## src/pkg/scb_pkg.sv

```systemverilog
/*
  shared constants of the system bus control block: status byte bit positions,
  reset values and wait-state timing.
  assumes a single 100 MHz clock; no other package is used.
*/
package scb_pkg;
  // ******************************************************************
  // status byte bit positions, latched from the processor data lines
  // ******************************************************************
  localparam int unsigned STAT_INTERRUPT_ACKNOWLEDGE_STROBE_BIT = 0; // interrupt acknowledge
  localparam int unsigned STAT_WO_BIT = 1;   // write-output, active low
  localparam int unsigned STAT_STACK_BIT = 2;
  localparam int unsigned STAT_HLTA_BIT = 3;
  localparam int unsigned STAT_OUT_BIT = 4;  // port write cycle
  localparam int unsigned STAT_M1_BIT = 5;   // opcode fetch
  localparam int unsigned STAT_INP_BIT = 6;  // port read cycle
  localparam int unsigned STAT_MEMORY_READ_STROBE_BIT = 7; // memory read cycle
  localparam logic [7:0] STATUS_RESET = 8'h02; // write-output idle high
  // ******************************************************************
  // address and timing
  // ******************************************************************
  localparam int unsigned ADDR_W = 16;
  localparam int unsigned TOP_BIT = 15;
  localparam int unsigned MAPPED_MEM_BYTES = 32768;   // memory left in mapped mode
  localparam int unsigned CLK_PERIOD_NS = 10;
  localparam int unsigned CPU_PERIOD_NS = 500;        // processor clock period
  localparam int unsigned REQ_ACCESS_NS = 550;        // upper bound of required access
  localparam int unsigned SLOW_ACCESS_NS = 850;       // slow memory access
  localparam int unsigned WAIT_STATES_DEF =
    (SLOW_ACCESS_NS - REQ_ACCESS_NS + CPU_PERIOD_NS - 1) / CPU_PERIOD_NS;
  localparam int unsigned CYCLE_WAIT_NS = 2500;       // instruction cycle with one wait
  localparam int unsigned CYCLE_WAIT_CLKS = CYCLE_WAIT_NS / CPU_PERIOD_NS; // 5 states
  localparam int unsigned WAIT_CNT_W = 4;
endpackage

```

## src/verilog/scb_bus_control.sv

```systemverilog
/*
  system bus control: status latch, control strobes, address buffer
  enables and ready control between a processor local bus and a
  ROM/RAM/port system bus.
  assumes all inputs synchronous to ref_clk_i; state_en_i marks each
  processor clock state; bus_enable_i low during DMA.
*/
// Behaviour
// - status byte latched from data lines on each status strobe.
// - memory and port strobes from latched status with read and write strobes.
// - interrupt acknowledge strobe is status bit gated with data-bus-in.
// - write-output, stack and opcode-fetch status are driven on control bus.
// - address buffers released to high impedance while bus enable is low.
// - read: address in first two states, data gated in third.
// - write: address in first two states, write strobe in third.
// - fast memories need no wait; ready held high.
// - slow memories get whole-state wait states through ready.
// - one wait state gives a five-state, 2.5 us instruction cycle.
// - isolated mode: port strobes only from in/out cycles.
// - mapped mode: port strobes are memory strobes gated with top bit.
// - mapped mode: top bit zero is memory, one is port.
// - mapped mode limits memory space to 32K.
// - mapped mode: any memory instruction reaches ports, bus unchanged.
`timescale 1ns/1ps
module scb_bus_control #(
  parameter logic [3:0] WAIT_STATES = 4'(scb_pkg::WAIT_STATES_DEF)
) (
  input wire logic ref_clk_i,
  input wire logic reset_n_i,
  input wire logic status_latch_strobe_i,
  input wire logic state_en_i,
  input wire logic [7:0] cpu_data_i,
  input wire logic data_bus_in_strobe_i,
  input wire logic write_strobe_n_i,
  input wire logic [15:0] cpu_addr_i,
  input wire logic bus_enable_i,
  input wire logic memory_mapped_io_i,
  input wire logic slow_memory_i,
  output logic memory_read_strobe_o,
  output logic memory_write_strobe_o,
  output logic port_read_strobe_o,
  output logic port_write_strobe_o,
  output logic interrupt_acknowledge_strobe_o,
  output logic write_output_status_o,
  output logic stack_status_o,
  output logic opcode_fetch_status_o,
  output logic [15:0] addr_o,
  output logic [15:0] addr_oe_o,
  output logic ready_o
);
  // ******************************************************************
  // status latch and ready control
  // ******************************************************************
  logic [7:0] status;
  logic ready_c;

  scb_status_latch u_latch (
    .ref_clk_i(ref_clk_i),
    .reset_n_i(reset_n_i),
    .status_latch_strobe_i(status_latch_strobe_i),
    .data_i(cpu_data_i),
    .status_o(status)
  );

  // waits follow slow_memory_i at the status strobe, whatever the cycle type, port cycles included
  scb_wait_ctl #(
    .WAIT_STATES(WAIT_STATES)
  ) u_wait (
    .ref_clk_i(ref_clk_i),
    .reset_n_i(reset_n_i),
    .status_latch_strobe_i(status_latch_strobe_i),
    .state_en_i(state_en_i),
    .slow_sel_i(slow_memory_i),
    .ready_o(ready_c)
  );

  // ******************************************************************
  // command decode
  // ******************************************************************
  logic wr_act;
  logic s_memory_read_strobe;
  logic s_inp;
  logic s_out;
  logic s_interrupt_acknowledge_strobe;
  logic s_wo_n;
  logic top;
  logic next_memory_read_strobe;
  logic next_memory_write_strobe;
  logic next_ior;
  logic next_iow;
  logic next_interrupt_acknowledge_strobe;
  logic [15:0] next_addr;
  logic [15:0] next_addr_oe;

  assign wr_act = !write_strobe_n_i;
  assign s_memory_read_strobe = status[scb_pkg::STAT_MEMORY_READ_STROBE_BIT];
  assign s_inp = status[scb_pkg::STAT_INP_BIT];
  assign s_out = status[scb_pkg::STAT_OUT_BIT];
  assign s_interrupt_acknowledge_strobe = status[scb_pkg::STAT_INTERRUPT_ACKNOWLEDGE_STROBE_BIT];
  assign s_wo_n = status[scb_pkg::STAT_WO_BIT];
  assign top = cpu_addr_i[scb_pkg::TOP_BIT];

  // memory write is a write cycle that is neither port output nor acknowledge
  function automatic logic is_mem_write(input logic [7:0] st);
    is_mem_write = !st[scb_pkg::STAT_WO_BIT] && !st[scb_pkg::STAT_OUT_BIT]
      && !st[scb_pkg::STAT_INTERRUPT_ACKNOWLEDGE_STROBE_BIT];
  endfunction

  // strobes follow data-bus-in and write within the third state; one at most
  always_comb begin
    logic mem_rd;
    logic mem_wr;
    mem_rd = s_memory_read_strobe && data_bus_in_strobe_i;
    mem_wr = is_mem_write(status) && wr_act;
    next_interrupt_acknowledge_strobe = s_interrupt_acknowledge_strobe && data_bus_in_strobe_i;
    if (memory_mapped_io_i) begin
      // top bit splits memory from ports; memory below 32K
      next_memory_read_strobe = mem_rd && !top;
      next_memory_write_strobe = mem_wr && !top;
      next_ior = mem_rd && top; // any memory instruction reaches ports
      next_iow = mem_wr && top;
    end else begin
      // isolated: only in/out cycles drive port strobes, full space kept
      next_memory_read_strobe = mem_rd;
      next_memory_write_strobe = mem_wr;
      // a status byte with both read kinds set must not raise two strobes
      next_ior = s_inp && !s_memory_read_strobe && data_bus_in_strobe_i;
      next_iow = s_out && wr_act;
    end
    if (next_interrupt_acknowledge_strobe) begin
      // acknowledge excludes every other command
      next_memory_read_strobe = 1'b0;
      next_ior = 1'b0;
    end
    if (next_memory_read_strobe || next_ior || next_interrupt_acknowledge_strobe) begin
      next_memory_write_strobe = 1'b0; // a read cycle never writes
      next_iow = 1'b0;
    end
    next_addr = cpu_addr_i;
    next_addr_oe = bus_enable_i ? 16'hffff : 16'h0000; // released for dma
  end

  // ******************************************************************
  // output registers
  // ******************************************************************
  // registered outputs cost one reference clock of lag, far below a state
  always_ff @(posedge ref_clk_i or negedge reset_n_i) begin
    if (!reset_n_i) begin
      memory_read_strobe_o <= 1'b0;
      memory_write_strobe_o <= 1'b0;
      port_read_strobe_o <= 1'b0;
      port_write_strobe_o <= 1'b0;
      interrupt_acknowledge_strobe_o <= 1'b0;
      write_output_status_o <= 1'b0;
      stack_status_o <= 1'b0;
      opcode_fetch_status_o <= 1'b0;
      addr_o <= 16'h0000;
      addr_oe_o <= 16'h0000;
      ready_o <= 1'b1;
    end else begin
      memory_read_strobe_o <= next_memory_read_strobe;
      memory_write_strobe_o <= next_memory_write_strobe;
      port_read_strobe_o <= next_ior;
      port_write_strobe_o <= next_iow;
      interrupt_acknowledge_strobe_o <= next_interrupt_acknowledge_strobe;
      write_output_status_o <= !s_wo_n;
      stack_status_o <= status[scb_pkg::STAT_STACK_BIT];
      opcode_fetch_status_o <= status[scb_pkg::STAT_M1_BIT];
      addr_o <= next_addr;
      addr_oe_o <= next_addr_oe;
      ready_o <= ready_c;
    end
  end
endmodule

```

## src/verilog/scb_status_latch.sv

```systemverilog
/*
  eight bit status latch, loaded on the status strobe at the start of
  every machine cycle.
  assumes the strobe is a one-cycle pulse synchronous to ref_clk_i.
*/
`timescale 1ns/1ps
module scb_status_latch (
  input wire logic ref_clk_i,
  input wire logic reset_n_i,
  input wire logic status_latch_strobe_i,
  input wire logic [7:0] data_i,
  output logic [7:0] status_o
);
  logic [7:0] next_status;

  // load only on the strobe, hold otherwise
  always_comb begin
    next_status = status_o;
    if (status_latch_strobe_i) begin
      next_status = data_i;
    end
  end

  always_ff @(posedge ref_clk_i or negedge reset_n_i) begin
    if (!reset_n_i) begin
      status_o <= scb_pkg::STATUS_RESET;
    end else begin
      status_o <= next_status;
    end
  end
endmodule

```

## src/verilog/scb_wait_ctl.sv

```systemverilog
/*
  ready control: counts wait states for slow memory accesses.
  assumes state_en_i pulses once per processor clock state and
  slow_sel_i is steady from the status strobe through the access.
*/
`timescale 1ns/1ps
module scb_wait_ctl #(
  parameter logic [3:0] WAIT_STATES = 4'(scb_pkg::WAIT_STATES_DEF)
) (
  input wire logic ref_clk_i,
  input wire logic reset_n_i,
  input wire logic status_latch_strobe_i,
  input wire logic state_en_i,
  input wire logic slow_sel_i,
  output logic ready_o
);
  logic [3:0] wait_cnt;
  logic [3:0] next_wait_cnt;

  // load the wait count at cycle start; burn one per state
  always_comb begin
    next_wait_cnt = wait_cnt;
    if (status_latch_strobe_i) begin
      next_wait_cnt = slow_sel_i ? WAIT_STATES : 4'h0;
    end else if (state_en_i && wait_cnt != 4'h0) begin
      next_wait_cnt = wait_cnt - 4'h1; // whole clock states only
    end
  end

  always_ff @(posedge ref_clk_i or negedge reset_n_i) begin
    if (!reset_n_i) begin
      wait_cnt <= 4'h0;
    end else begin
      wait_cnt <= next_wait_cnt;
    end
  end

  // ready is high whenever no wait state is owed
  assign ready_o = (wait_cnt == 4'h0) && !(status_latch_strobe_i && slow_sel_i);
endmodule

```

## config.mk

```make
export PLATFORM = sky130hd
export DESIGN_NAME = scb_bus_control
export DESIGN_NICKNAME = d
export VERILOG_FILES = /design/src/pkg/scb_pkg.sv /design/src/verilog/scb_bus_control.sv /design/src/verilog/scb_status_latch.sv /design/src/verilog/scb_wait_ctl.sv
export SDC_FILE = /design/constraint.sdc
export NUM_CORES = 1
export LEC_CHECK = 0
export BUFFER_PORTS_ARGS = -buffer_cell sky130_fd_sc_hd__buf_2
export CAP_MARGIN = 0
export CORE_UTILIZATION = 41
export CTS_BUF_LIST = sky130_fd_sc_hd__clkbuf_4
export DETAILED_ROUTE_END_ITERATION = 10
export PLACE_DENSITY_LB_ADDON = 0.25
export REMOVE_ABC_BUFFERS = 1
export SYNTH_ARGS = -nofsm -noshare
export SYNTH_HDL_FRONTEND = slang
export SYNTH_SLANG_ARGS = --single-unit
```

## constraint.sdc

```tcl
create_clock -name ref_clk_i -period 1.8 [get_ports ref_clk_i]
set_input_delay 0.27 -clock ref_clk_i [delete_from_list [all_inputs] [get_ports ref_clk_i]]
set_output_delay 0.27 -clock ref_clk_i [all_outputs]
set_load 0.005 [all_outputs]
```

==> impl_metrics.env <==
export IMPL_run_status="completed"
export IMPL_coreArea_mm2=0.00310
export IMPL_vdd_drop_max_mv=0.417
export IMPL_die_area_mm2=0.00355
export IMPL_cap_violations=0
export IMPL_path_clk_slew_ps=100
export IMPL_portBuffers=72
export IMPL_async_reset_ff_frac=1.00
export IMPL_ioPinCount=74
export IMPL_worstPathRequired_ps=2020
export IMPL_gp_congestion=0.721
export IMPL_synth_area_per_cell_um2=14.0
export IMPL_final_area_mm2=0.00174
export IMPL_diodes=0
export IMPL_ys_flop_type="dfrtp_1"
export IMPL_cts_sinks=37
export IMPL_die_h_um=59.6
export IMPL_clock_path_buffers=2
export IMPL_p_leak_nw=0.891
export IMPL_nets=197
export IMPL_post_cts_setup_buffers=0
export IMPL_layout_drive_gt1_share=0.558
export IMPL_pre_cts_ws_ps=172
export IMPL_grt_pass1_vias=867
export IMPL_grt_pass1_wl_mm=3.57
export IMPL_ys_seq_area_frac=0.683
export IMPL_cts_tree="done"
export IMPL_yosys_area_top_type="dfrtp_1"
export IMPL_criticalPathCategory="register to register"
export IMPL_synth_top_cells_by_area="dfrtp_1 64%, buf_4 8.3%, mux2_2 5.0%"
export IMPL_area_delta_synth_final_pct=28.2
export IMPL_sw_frac_of_total=0.251
export IMPL_wl_per_cell_um=11.3
export IMPL_p_int_mw=1.16
export IMPL_powerDensity_mw_per_mm2=891
export IMPL_root_buffer="clkbuf_4"
export IMPL_crit_slowest_cell="or3b_4"
export IMPL_grt_total_usage=0.142
export IMPL_p_seq_frac=0.598
export IMPL_end_kind="register"
export IMPL_antenna_found_initial=0
export IMPL_cp_cell_sequence="inv_1, ha_1, or3b_4, and3_4, o31a_1"
export IMPL_synth_edf_count=0
export IMPL_whs_ps=43.2
export IMPL_switching_power_mw=0.389
export IMPL_die_x_um=59.6
export IMPL_skew_ps=6.95
export IMPL_worstMarginPinSlew_ps=397
export IMPL_clkLatencyLatePin_ps=330
export IMPL_dp_cells=198
export IMPL_slew_viol_final=0
export IMPL_ys_seq_elements=37
export IMPL_clockPowerShare=0.259
export IMPL_routed_wl_mm=2.33
export IMPL_cp_top_family="simple AND/OR/NAND/NOR gates"
export IMPL_hpwlAfterDp_mm=1.75
export IMPL_htree_num_levels=2
export IMPL_period_needed_ps=1640
export IMPL_p_comb_frac=0.143
export IMPL_ys_top_cells_by_count="35 x dfrtp_1, 15 x buf_4, 6 x mux2_2"
export IMPL_yosysWarnings=0
export IMPL_fmax_mhz=608
export IMPL_synth_most_common_cell="dfrtp_1"
export IMPL_ant_nets=0
export IMPL_grt_max_degree=38
export IMPL_arrival_ps=1870
export IMPL_worst_slack_ps=156
export IMPL_initial_core_util=0.438
export IMPL_routed_via_count=945
export IMPL_rsz0062_at_grt="no"
export IMPL_row_count=20
export IMPL_p_total_mw=1.55
export IMPL_final_hold_violation_count=0
export IMPL_synth_cell_type_count=25
export IMPL_grt_overflow=0
export IMPL_firstDrtPassIters=3
export IMPL_slew_headroom=0.732
export IMPL_drtIter0Drc=13
export IMPL_hp_class="primary input to register"
export IMPL_fin_setup_tns_ps=0
export IMPL_cp_num_buf_inv=1
export IMPL_drc=0
export IMPL_max_stage_delay_ps=420
export IMPL_final_setup_viol_count=0
export IMPL_viasPerCell=4.57
export IMPL_post_dp_cell_area_mm2=0.00168
export IMPL_synth_top_cell_area_share=0.645
export IMPL_synthCells=97
export IMPL_finalCritPeriodShare=0.913
export IMPL_final_util=0.561
export IMPL_start_kind="register"
export IMPL_final_cell_count_no_fill=207
export IMPL_netlist_area_mm2=0.00136
export IMPL_path_max_fanout=5
export IMPL_cts_inserted_buffers=5
## registers in the layout, summed over array words and instances (netlist names)
| register | count |
|---|---|
| addr_oe_o | 1 |
| port_write_strobe_o | 1 |
| u_latch.status_o | 7 |
| u_wait.wait_cnt | 4 |
| ready_o | 1 |
| memory_read_strobe_o | 1 |
| addr_o | 16 |
| opcode_fetch_status_o | 1 |
| memory_write_strobe_o | 1 |
| write_output_status_o | 1 |
| interrupt_acknowledge_strobe_o | 1 |
| port_read_strobe_o | 1 |
| stack_status_o | 1 |
## placed cells by master (no fill, tap or decap), drive strengths merged, types with 2 or more instances in the layout
cell / Yosys / final
dfrtp: 35 / 35
a21oi: 4 / 4
nor2: 2 / 2
clkinv: 0 / 2
mux2: 6 / 6
o31a: 2 / 2
ha: 2 / 2
buf: 16 / 73
nor3b: 2 / 2
a31oi: 2 / 2
nand2: 5 / 5
nor2b: 2 / 2
clkbuf: 0 / 5
nor3: 3 / 3
inv: 4 / 4
dfstp: 2 / 2
## cell families after synthesis
logic type | share of synthesized area
AO/OA/AOI/OAI | 0.0534
AND/OR/NAND/NOR | 0.0902
buffers and inverters | 0.0976
multiplexers | 0.0571
flip-flops | 0.683
adder cells (fa/ha/maj) | 0.0184
## worst paths after layout
path                                          start               endpoint  slack (ps)  cells past startpoint
worst max-delay path             u_wait.wait_cnt[0]     u_wait.wait_cnt[0]         160                      5
worst min-delay path                  cpu_addr_i[5]              addr_o[5]          40                      1
worst max register to register   u_wait.wait_cnt[0]     u_wait.wait_cnt[0]         160                      5
worst min register to register  u_latch.status_o[2]         stack_status_o         390                      0
max in group asynchronous                 reset_n_i                ready_o        1140                      3
min in group asynchronous                 reset_n_i  memory_write_strobe_o         410                      3
## area by class of cell
class | count | area [µm²]
Fill cell | 287 | 1360
Sequential cell | 37 | 928
Timing Repair Buffer | 74 | 390
Multi-Input combinational cell | 40 | 298
Tap cell | 44 | 55.1
Clock buffer | 5 | 37.5
Clock inverter | 3 | 17.5
Inverter | 4 | 15.0
## power groups by stage
stage	Combinational, mW	Clock, mW	Sequential, mW
floorplan	0.0860	0	0.949
global placement	0.214	0	0.942
detailed placement	0.222	0	0.944
CTS	0.225	0.429	0.928
global route	0.251	0.462	0.937
finish	0.221	0.402	0.928
## metal layers
layer,track usage,wire length (µm)
met1,0.143,930
met2,0.252,1150
met3,0.0568,234
met4,0.0731,17
met5,0,0
## repair_timing
action / in CTS / in global routing
endpoints found under the hold margin: 35 / 0
resized for setup: 0 / 0
hold buffers: 1 / 0
(Power assumes the default switching activity.)
